`config.mk`:
```
export PLATFORM = sky130hd
export DESIGN_NAME = tac_alarm_comparator
export DESIGN_NICKNAME = d
export VERILOG_FILES = /design/src/tac_pkg.sv /design/src/tac_alarm_comparator.sv /design/src/tac_conv_timer.sv /design/src/tac_event_filter.sv
export SDC_FILE = /design/constraint.sdc
export NUM_CORES = 1
export LEC_CHECK = 0
export ABC_AREA = 1
export CAP_MARGIN = 40
export CORE_MARGIN = 3
export CORE_UTILIZATION = 30
export CTS_BUF_LIST = sky130_fd_sc_hd__clkbuf_8
export DETAILED_ROUTE_END_ITERATION = 6
export DONT_BUFFER_PORTS = 1
export PLACE_DENSITY = 0.51
export SYNTH_ARGS = -nofsm -noshare
export SYNTH_HDL_FRONTEND = slang
export SYNTH_HIERARCHICAL = 1
export SYNTH_SLANG_ARGS = --single-unit
```
`constraint.sdc`:
```
create_clock -name core_clk -period 3.3 [get_ports core_clk]
set_clock_uncertainty 0.2 [all_clocks]
set_input_delay 0.33 -clock core_clk [delete_from_list [all_inputs] [get_ports core_clk]]
set_output_delay 0.33 -clock core_clk [all_outputs]
set_load 0.05 [all_outputs]
```
`src/tac_pkg.sv`:
```
// tac_pkg: constants, carrier types and helpers of the thermal alarm comparator
package tac_pkg;

   // data widths
   localparam int unsigned TEMP_W   = 9;      // two's complement, 0.5 C lsb
   localparam int unsigned ADDR_W   = 8;      // command byte width
   localparam int unsigned CFG_W    = 8;      // configuration register width
   localparam int unsigned CNT_W    = 3;      // consecutive event counter
   localparam int unsigned TIMER_W  = 32;     // conversion period counter

   // register addresses (command byte values)
   localparam logic [ADDR_W-1:0] ADDR_TEMP   = 8'h00;  // measured temperature
   localparam logic [ADDR_W-1:0] ADDR_CONFIG = 8'h01;  // configuration
   localparam logic [ADDR_W-1:0] ADDR_LOWER  = 8'h02;  // lower_threshold
   localparam logic [ADDR_W-1:0] ADDR_UPPER  = 8'h03;  // upper set point

   // reset values
   localparam logic [TEMP_W-1:0] TEMP_RST  = 9'h000;   // 0 C
   localparam logic [TEMP_W-1:0] LOWER_RST = 9'h096;   // +75 C
   localparam logic [TEMP_W-1:0] UPPER_RST = 9'h0a0;   // +80 C
   localparam logic [CFG_W-1:0]  CFG_RST   = 8'h00;    // all extensions off
   localparam logic [TEMP_W-1:0] RD_ZERO   = 9'h000;   // reserved reads

   // filter depth codes and their conversion counts
   localparam logic [1:0]       FQ_CODE_1 = 2'h0;
   localparam logic [1:0]       FQ_CODE_2 = 2'h1;
   localparam logic [1:0]       FQ_CODE_4 = 2'h2;
   localparam logic [1:0]       FQ_CODE_6 = 2'h3;
   localparam logic [CNT_W-1:0] FQ_DEPTH_1 = 3'h1;
   localparam logic [CNT_W-1:0] FQ_DEPTH_2 = 3'h2;
   localparam logic [CNT_W-1:0] FQ_DEPTH_4 = 3'h4;
   localparam logic [CNT_W-1:0] FQ_DEPTH_6 = 3'h6;
   localparam logic [CNT_W-1:0] CNT_ZERO   = 3'h0;
   localparam logic [CNT_W-1:0] CNT_ONE    = 3'h1;

   // timing: conversion_period in microseconds and its cycle count
   localparam int unsigned CLK_MHZ             = 100;
   localparam int unsigned CONV_PERIOD_US      = 100;
   localparam int unsigned CONV_PERIOD_CYCLES  = CONV_PERIOD_US * CLK_MHZ;
   localparam logic [TIMER_W-1:0] TIMER_ZERO   = 32'h0000_0000;
   localparam logic [TIMER_W-1:0] TIMER_ONE    = 32'h0000_0001;

   // configuration register layout, msb first
   typedef struct packed {
      logic       sts;     // event_status_flag, read only
      logic       mask;    // alarm_mask, 1 floats the pin
      logic       zone;    // sensor zone select, 1 = remote
      logic [1:0] depth;   // filter depth code
      logic       output_polarity_select;     // output_polarity_select, 1 = active high
      logic       mode;    // 1 = interrupt, 0 = comparator
      logic       pd;      // power_down_bit
   } tac_cfg_t;

   // register port request
   typedef struct packed {
      logic [ADDR_W-1:0] addr;   // register address
      logic [TEMP_W-1:0] wdata;  // write data, low bits for config
      logic              wr;     // write strobe
      logic              rd;     // read strobe
   } tac_bus_t;

   // open-drain pin drive
   typedef struct packed {
      logic out;   // level driven, always low for open drain
      logic oe;    // high while sinking
   } tac_pin_t;

   // depth code to number of consecutive conversions
   function automatic logic [CNT_W-1:0] tac_fq_depth(input logic [1:0] code);
      logic [CNT_W-1:0] d;
      d = FQ_DEPTH_1;
      unique case (code)
         FQ_CODE_1: d = FQ_DEPTH_1;
         FQ_CODE_2: d = FQ_DEPTH_2;
         FQ_CODE_4: d = FQ_DEPTH_4;
         FQ_CODE_6: d = FQ_DEPTH_6;
      endcase
      return d;
   endfunction : tac_fq_depth

endpackage : tac_pkg

```
`src/tac_alarm_comparator.sv`:
```
// tac_alarm_comparator: threshold alarm, status flag and register port
`timescale 1ns/10ps

// Overview of operation
// - comparator mode: alarm on filtered overtemperature
// - comparator alarm holds until filtered undertemperature
// - power-down keeps comparator alarm level
// - interrupt latch clears on read or power-down
// - after over, wait for under before next
// - after under, wait for over before next
// - mode cleared then set rearms for overtemperature
// - reset arms overtemperature detection
// - event needs consecutive matching conversions
// - depth codes give 1, 2, 4, 6
// - reading configuration clears the status flag
// - status flag is one sticky bit
// - every valid event sets status, mask ignored
// - interrupt drive needs mask 0, mode 1
// - conversions continue while alarm asserted
// - polarity bit: 0 active low, 1 high
// - alarm pin is open drain
// - mask bit floats the alarm pin
// - top three config bits reset zero, msb read-only
// - hot at power-up sets status after first conversion
// - compare 9-bit two's complement values
// - power-down stops conversions
module tac_alarm_comparator #(
   parameter logic [31:0] CONV_CYCLES =
      32'(tac_pkg::CONV_PERIOD_CYCLES)           // cycles per conversion
) (
   input  wire logic                        core_clk,  // 100 MHz clock
   input  wire logic                        reset,     // sync, active high
   input  wire tac_pkg::tac_bus_t           bus,       // register request
   output logic [tac_pkg::TEMP_W-1:0]       rd_data,   // read data, next cycle
   input  wire logic [tac_pkg::TEMP_W-1:0]  adc_temp,  // converter result
   output logic                             conv_run,  // converter enabled
   output logic                             zone_sel,  // 1 = remote sensor
   output tac_pkg::tac_pin_t                alarm_pin  // open-drain alarm
);
   import tac_pkg::*;

   typedef struct packed {
      tac_cfg_t          cfg;        // configuration register
      logic [TEMP_W-1:0] temp;       // last measured temperature
      logic [TEMP_W-1:0] lower;      // lower_threshold
      logic [TEMP_W-1:0] upper;      // upper set point
      logic              arm_over;   // watching for overtemperature
      logic              int_latch;  // latched interrupt request
      logic              sample;     // fresh temperature in temp
      logic [TEMP_W-1:0] rdata;      // read data register
      logic              run;        // conversions running
      logic              zone;       // registered zone select
      tac_pin_t          pin;        // registered pin drive
   } tac_state_t;

   tac_state_t st_r;
   tac_state_t st_nxt;

   logic conv_done;    // a conversion just completed
   logic event_valid;  // filtered event of the watched kind
   logic over_now;     // current result above upper set point
   logic under_now;    // current result below lower_threshold
   logic cond;         // condition the filter watches
   logic restart;      // filter must drop its count
   logic cfg_wr;       // write to configuration this cycle
   logic any_rd;       // read of any register this cycle
   logic cfg_rd;       // read of configuration this cycle
   logic asserted;     // logical alarm state before polarity
   tac_cfg_t wcfg;     // configuration write data view

   // the conversion clock runs unless powered down; the alarm has no say
   tac_conv_timer #(
      .PERIOD_CYCLES (CONV_CYCLES)
   ) u_timer (
      .core_clk (core_clk),
      .reset    (reset),
      .run      (st_r.run),
      .done     (conv_done)
   );

   // signed compares on the 9-bit values
   always_comb begin
      over_now  = $signed(st_r.temp) > $signed(st_r.upper);
      under_now = $signed(st_r.temp) < $signed(st_r.lower);
      // only the kind of event that is armed is counted
      cond      = st_r.arm_over ? over_now : under_now;
   end

   // request decode
   always_comb begin
      wcfg    = tac_cfg_t'(bus.wdata[CFG_W-1:0]);
      cfg_wr  = bus.wr && (bus.addr == ADDR_CONFIG);
      any_rd  = bus.rd;
      cfg_rd  = bus.rd && (bus.addr == ADDR_CONFIG);
      // a depth or mode change would make a partial count meaningless
      restart = cfg_wr && ((wcfg.depth != st_r.cfg.depth) ||
                           (wcfg.mode != st_r.cfg.mode));
   end

   tac_event_filter u_filter (
      .core_clk (core_clk),
      .reset    (reset),
      .sample   (st_r.sample),
      .cond     (cond),
      .restart  (restart),
      .depth    (st_r.cfg.depth),
      .valid    (event_valid)
   );

   // next state
   always_comb begin
      st_nxt        = st_r;
      st_nxt.sample = 1'b0;
      asserted      = 1'b0;

      // conversion result capture, held while powered down
      if (conv_done && !st_r.cfg.pd) begin
         st_nxt.temp   = adc_temp;
         st_nxt.sample = 1'b1;
      end

      // read data mux; reserved addresses read as zero
      if (bus.rd) begin
         unique case (bus.addr)
            ADDR_TEMP:   st_nxt.rdata = st_r.temp;
            ADDR_CONFIG: st_nxt.rdata = {1'b0, st_r.cfg};
            ADDR_LOWER:  st_nxt.rdata = st_r.lower;
            ADDR_UPPER:  st_nxt.rdata = st_r.upper;
            default:     st_nxt.rdata = RD_ZERO;
         endcase
      end

      // read side effects come first so a same-cycle event wins
      if (cfg_rd) begin
         st_nxt.cfg.sts = 1'b0;
      end
      if (any_rd && st_r.cfg.mode) begin
         st_nxt.cfg.sts   = 1'b0;
         st_nxt.int_latch = 1'b0;
      end

      // register writes; the status bit ignores write data
      if (bus.wr) begin
         unique case (bus.addr)
            ADDR_LOWER: st_nxt.lower = bus.wdata;
            ADDR_UPPER: st_nxt.upper = bus.wdata;
            ADDR_CONFIG: begin
               st_nxt.cfg.mask  = wcfg.mask;
               st_nxt.cfg.zone  = wcfg.zone;
               st_nxt.cfg.depth = wcfg.depth;
               st_nxt.cfg.output_polarity_select   = wcfg.output_polarity_select;
               st_nxt.cfg.mode  = wcfg.mode;
               st_nxt.cfg.pd    = wcfg.pd;
            end
            default: begin
            end
         endcase
      end

      // leaving interrupt mode drops a pending latch
      if (cfg_wr && !wcfg.mode) begin
         st_nxt.int_latch = 1'b0;
      end
      // mode cleared then set again: look for overtemperature next
      if (cfg_wr && wcfg.mode && !st_r.cfg.mode) begin
         st_nxt.arm_over = 1'b1;
      end
      // power-down entry in interrupt mode; comparator keeps its level
      if (cfg_wr && wcfg.pd && !st_r.cfg.pd && st_r.cfg.mode) begin
         st_nxt.cfg.sts   = 1'b0;
         st_nxt.int_latch = 1'b0;
      end

      // a filtered event flips the armed kind and sets the sticky flag;
      // it is applied last so it beats any clear in the same cycle
      if (event_valid && !st_r.cfg.pd && !restart) begin
         st_nxt.cfg.sts  = 1'b1;
         st_nxt.arm_over = !st_r.arm_over;
         if (st_r.cfg.mode) begin
            st_nxt.int_latch = 1'b1;
         end
      end

      st_nxt.run  = !st_nxt.cfg.pd;
      st_nxt.zone = st_nxt.cfg.zone;

      // comparator: asserted while armed for the way back down
      if (st_nxt.cfg.mode) begin
         asserted = st_nxt.int_latch && !st_nxt.cfg.mask;
      end else begin
         asserted = !st_nxt.arm_over;
      end

      // open drain: sink when the wanted level is low, else float
      st_nxt.pin.out = 1'b0;
      st_nxt.pin.oe  = !st_nxt.cfg.mask &&
                       (asserted != st_nxt.cfg.output_polarity_select);
   end

   // state register; reset arms for overtemperature in either mode
   always_ff @(posedge core_clk) begin
      if (reset) begin
         st_r           <= '0;
         st_r.cfg       <= tac_cfg_t'(CFG_RST);
         st_r.temp      <= TEMP_RST;
         st_r.lower     <= LOWER_RST;
         st_r.upper     <= UPPER_RST;
         st_r.arm_over  <= 1'b1;
         st_r.run       <= 1'b1;
      end else begin
         st_r <= st_nxt;
      end
   end

   // outputs straight from the state register
   assign rd_data   = st_r.rdata;
   assign conv_run  = st_r.run;
   assign zone_sel  = st_r.zone;
   assign alarm_pin = st_r.pin;

endmodule : tac_alarm_comparator

```
`src/tac_conv_timer.sv`:
```
// tac_conv_timer: one-cycle conversion done pulse every conversion period
`timescale 1ns/10ps
module tac_conv_timer #(
   parameter logic [31:0] PERIOD_CYCLES =
      32'(tac_pkg::CONV_PERIOD_CYCLES)               // cycles per conversion
) (
   input  wire logic core_clk,   // system clock
   input  wire logic reset,      // synchronous, active high
   input  wire logic run,        // conversions enabled
   output logic      done        // pulse when a conversion completes
);
   import tac_pkg::*;

   typedef struct packed {
      logic [TIMER_W-1:0] count;
      logic               done;
   } tac_timer_st_t;

   tac_timer_st_t st_r;
   tac_timer_st_t st_nxt;

   // a stopped timer restarts from zero, so the first result after
   // leaving power-down takes a whole period
   always_comb begin
      st_nxt      = st_r;
      st_nxt.done = 1'b0;
      if (!run) begin
         st_nxt.count = TIMER_ZERO;
      end else if (st_r.count == PERIOD_CYCLES - TIMER_ONE) begin
         st_nxt.count = TIMER_ZERO;
         st_nxt.done  = 1'b1;
      end else begin
         st_nxt.count = st_r.count + TIMER_ONE;
      end
   end

   // state register
   always_ff @(posedge core_clk) begin
      if (reset) begin
         st_r <= '0;
      end else begin
         st_r <= st_nxt;
      end
   end

   assign done = st_r.done;

endmodule : tac_conv_timer

```
`src/tac_event_filter.sv`:
```
// tac_event_filter: counts consecutive conversions that meet a condition
`timescale 1ns/10ps
module tac_event_filter (
   input  wire logic       core_clk,  // system clock
   input  wire logic       reset,     // synchronous, active high
   input  wire logic       sample,    // a new result is ready this cycle
   input  wire logic       cond,      // result meets the watched condition
   input  wire logic       restart,   // drop any partial count
   input  wire logic [1:0] depth,     // filter depth code
   output logic            valid      // pulse: condition held long enough
);
   import tac_pkg::*;

   typedef struct packed {
      logic [CNT_W-1:0] count;
      logic             valid;
   } tac_filt_st_t;

   tac_filt_st_t st_r;
   tac_filt_st_t st_nxt;

   // restart beats a sample so a stale count never fires an event
   always_comb begin
      st_nxt       = st_r;
      st_nxt.valid = 1'b0;
      if (restart) begin
         st_nxt.count = CNT_ZERO;
      end else if (sample) begin
         if (!cond) begin
            st_nxt.count = CNT_ZERO;
         end else if (st_r.count + CNT_ONE >= tac_fq_depth(depth)) begin
            st_nxt.count = CNT_ZERO;
            st_nxt.valid = 1'b1;
         end else begin
            st_nxt.count = st_r.count + CNT_ONE;
         end
      end
   end

   // state register
   always_ff @(posedge core_clk) begin
      if (reset) begin
         st_r <= '0;
      end else begin
         st_r <= st_nxt;
      end
   end

   assign valid = st_r.valid;

endmodule : tac_event_filter

```
==> results by group <==
Setup path
  – Worst Path Max Fanout: 4
  – WP data required: ~3.4 ns
  – Setup crit start kind: register
  – Critical path launch point: st_r[24]$_SDFFE_PP0P_
  – Worst r2r src: st_r[24]$_SDFFE_PP0P_
  – R2R Setup Slk: roughly 1.1 ns
  – Worst endpoint data arrival time: about 2.3 ns
  – Kind of critical path: reg -> reg
  – Crit path capture type: register

Timing
  – FMAX: ~450 MHz
  – RSZ-0062 raised after global routing: no
  – Setup TNS: 0 ns
  – Max Slew Vio Count: 0
  – Hold Slack: -0.00108 ns
  – Max-slew headroom: a little over half
  – Crit share post-route: between 60% and 70%
  – Final number of setup-violating endpoints: 0
  – Worst Max-Slew Pin Slew: between 0.6 and 0.7 ns
  – Final worst path period need: 2.23 ns
  – Setup WS post-layout: about 1.1 ns
  – Final Hold Viols: 1

Detailed routing
  – Residual DRC: 0
  – Post-route antenna net violation count: 0
  – Initial DRC Count: around 250
  – DR WL/cell: about 13 um
  – First drt pass iteration count: 5
  – Vias per inst: around 4.4
  – Via count: between 4000 and 5000
  – Drt total wl: between 10 and 15 mm

Synthesis
  – Top post-synthesis cells by area: dfxtp_1, nand2_1, nor2_1
  – Cell variety after synth: 37
  – Mapped Nets: 773
  – Yosys reg bits: 86
  – Syn avg cell area: roughly 6.9 um2
  – Post-synthesis instance area: 0.00497 mm2
  – Warnings, synthesis: 6
  – Biggest area consumer among synthesized cells: dfxtp_1
  – Top cell type's share of synthesized area: between 30% and 40%
  – Sequential share of the synthesized area: 34.7%
  – Syn Inst Count: roughly 720

Job
  – MaxCap Viol Count: 0

Power and ir drop
  – Max VDD drop: 0.181 mV
  – NetSw: around 450 uW
  – Flop pwr share: 57.8%
  – Net Sw Frac: 24.7%
  – Cell internal pwr: about 1.4 mW
  – P_leak: approximately 2.2 nW
  – Clock power share: between 30% and 40%
  – Pwr Total: between 1.5 and 2 mW
  – Logic gate share of total power: ~4.7%
  – Pwr dens: 328 mW/mm2

Die
  – Starting density of the core: a little over 30%
  – Cell Rows: 46
  – Core Region: 0.0161 mm2
  – Full die area: 0.0181 mm2
  – Die Wd: 135 um
  – Io pins: 43
  – Chip height: 135 um

Placed design
  – IO Port Bufs: 0
  – Post-DP HPWL: between 9 and 10 mm
  – # placed instances: 917
  – Final Wtd Congestion: approximately 0.86
  – Place WS: between 1 and 1.5 ns

GRT
  – Initial antenna violation count: 0
  – First-pass GRT wire length: 21.1 mm
  – Vias in the first global route: approximately 4100
  – GRT Total Usage: 14.7%
  – Grt ovf: 0
  – Largest net degree at the start of global routing: 32

Status
  – Failing checks: hold timing
  – Status: finished with violations

Cells and area
  – Nets: roughly 790
  – Layout fillers: approximately 1700
  – N_diodes: 0
  – Layout area overhead: 11.0%
  – Layout cell share with drive strength beyond 1: approximately 9.7%
  – Non-filler instance count after layout: about 960

Clock tree
  – Max Root-Sink Buffers: 2
  – Clk slew on worst S/H paths: about 0.090 ns
  – Clk sinks: 86
  – Num CTS Buffers: 9
  – H-tree levels: 3
  – Root buffer cell: clkbuf_8
  – CTS tree: built
  – Clock Latency Late Sink: 0.37 ns

Worst hold path
  – Worst Min Path Start: adc_temp[2]
  – Hold/Removal Path Class: in -> reg
## metal layers
layer,GRT usage [%],vias up,routed length [um]
met5,0,-,0
met4,4.64,0,65
met3,2.16,4,601
met2,24.0,72,5960
met1,20.1,1866,6250
li1,-,2296,-
## cell families (layout without fill, tap and decap cells)
kind of cell,after synthesis,count (layout),share of synthesized area (%)
AO/OA/AOI/OAI,115,115,12.7
flip-flops,86,86,34.7
other,1,1,0.0755
adder cells (fa/ha/maj),22,22,5.54
buffers and inverters,126,144,10.6
XOR/XNOR,18,18,3.17
AND/OR/NAND/NOR,353,353,33.2
## cell usage in the layout, fill, tap and decap left out
master / count
nand3_2: 2
inv_2: 7
xor2_1: 8
nand2_2: 13
inv_1: 97
nor2_4: 14
nor2_2: 9
dlygate4sd3_1: 22
nand4_1: 6
o21ai_1: 2
a21oi_1: 45
o31a_1: 1
o21ai_2: 2
clkinv_2: 4
ha_1: 22
nand2_4: 3
dfxtp_1: 86
or2_0: 1
nand4_2: 1
clkinv_1: 1
nand4_4: 1
nand3_1: 34
a21boi_0: 1
a21oi_2: 1
o211ai_1: 8
clkinvlp_4: 1
o21a_1: 1
o21ai_0: 41
xnor2_1: 10
and2_1: 1
conb_1: 1
buf_4: 1
buf_8: 1
o22ai_1: 13
nand2_1: 154
nor2_8: 2
nor2_1: 106
clkbuf_8: 10
nor3_1: 6
## synthesized netlist by cell type, drive strengths merged
library cell,number
nand3,36
clkinv,2
nand2,170
or2,1
buf,15
o21ai,45
conb,1
nor3,6
a21boi,1
clkbuf,7
nand4,8
inv,102
dfxtp,86
o22ai,13
a21oi,46
nor2,131
o211ai,8
xnor2,10
xor2,8
and2,1
o31a,1
ha,22
o21a,1
## area by class of cell
class	instances	area [um2]	area share, %
clock buffer	10	138	2.50
clock inverter	6	30.0	0.545
inverter	104	392	7.11
multi-input combinational	509	2720	49.3
sequential	86	1720	31.2
tap	216	270	4.90
timing repair buffer	24	243	4.40
## stage by stage
stage / cell area (um2) / util [%]
final: 5510 / 34.3
after global routing: 5510 / 34.3
after CTS: 5510 / 34.3
after detailed placement: 5120 / 31.9
after global placement: 5110 / 31.8
after floorplan: 4970 / -
## registers in the layout (all words and copies together), names as in the netlist
signal,flops
u_timer/st_r,32
u_timer/done,1
u_filter/st_r,3
rd_data,9
zone_sel,1
conv_run,1
u_filter/valid,1
alarm_pin,1
st_r,37
## power by group through the flow
stage / Sequential, mW / Clock [mW] / Combinational [mW]
2_1_floorplan: 1.07 / 0 / 0.0522
3_3_place_gp: 1.07 / 0 / 0.0554
3_5_place_dp: 1.07 / 0 / 0.0573
4_1_cts: 1.04 / 0.706 / 0.0866
5_1_grt: 1.04 / 0.747 / 0.0962
6_report: 1.04 / 0.676 / 0.0854
## critical path: stages, from the launching register on
cell	delay, ns
dfxtp_1	0.32
inv_1	0.06
ha_1	0.35
nand2_1	0.09
nor2_1	0.12
nand2_1	0.06
o211ai_1	0.19
xnor2_1	0.14
nand3_1	0.08
nand2_1	0.12
nand2_2	0.08
clkinv_2	0.07
nand3_2	0.06
nor2_1	0.10
nor2_1	0.04
nor2_1	0.09
## worst paths after layout
path / to / depth (start not counted)
worst max-delay path: u_filter/st_r[3]$_SDFFE_PP0P_ / 15
worst min-delay path: st_r[36]$_SDFFE_PP0P_ / 2
worst max register to register: u_filter/st_r[3]$_SDFFE_PP0P_ / 15
worst min register to register: u_timer/st_r[1]$_SDFF_PP0_ / 1
## repair_timing
| action | 4_1_cts | 5_1_grt |
|---|---|---|
| hold buffers | 22 | 0 |
| resized for setup | 0 | 0 |
| hold endpoints to repair | 52 | 0 |
| setup buffers | 0 | 0 |
(Power assumes the default switching activity.)
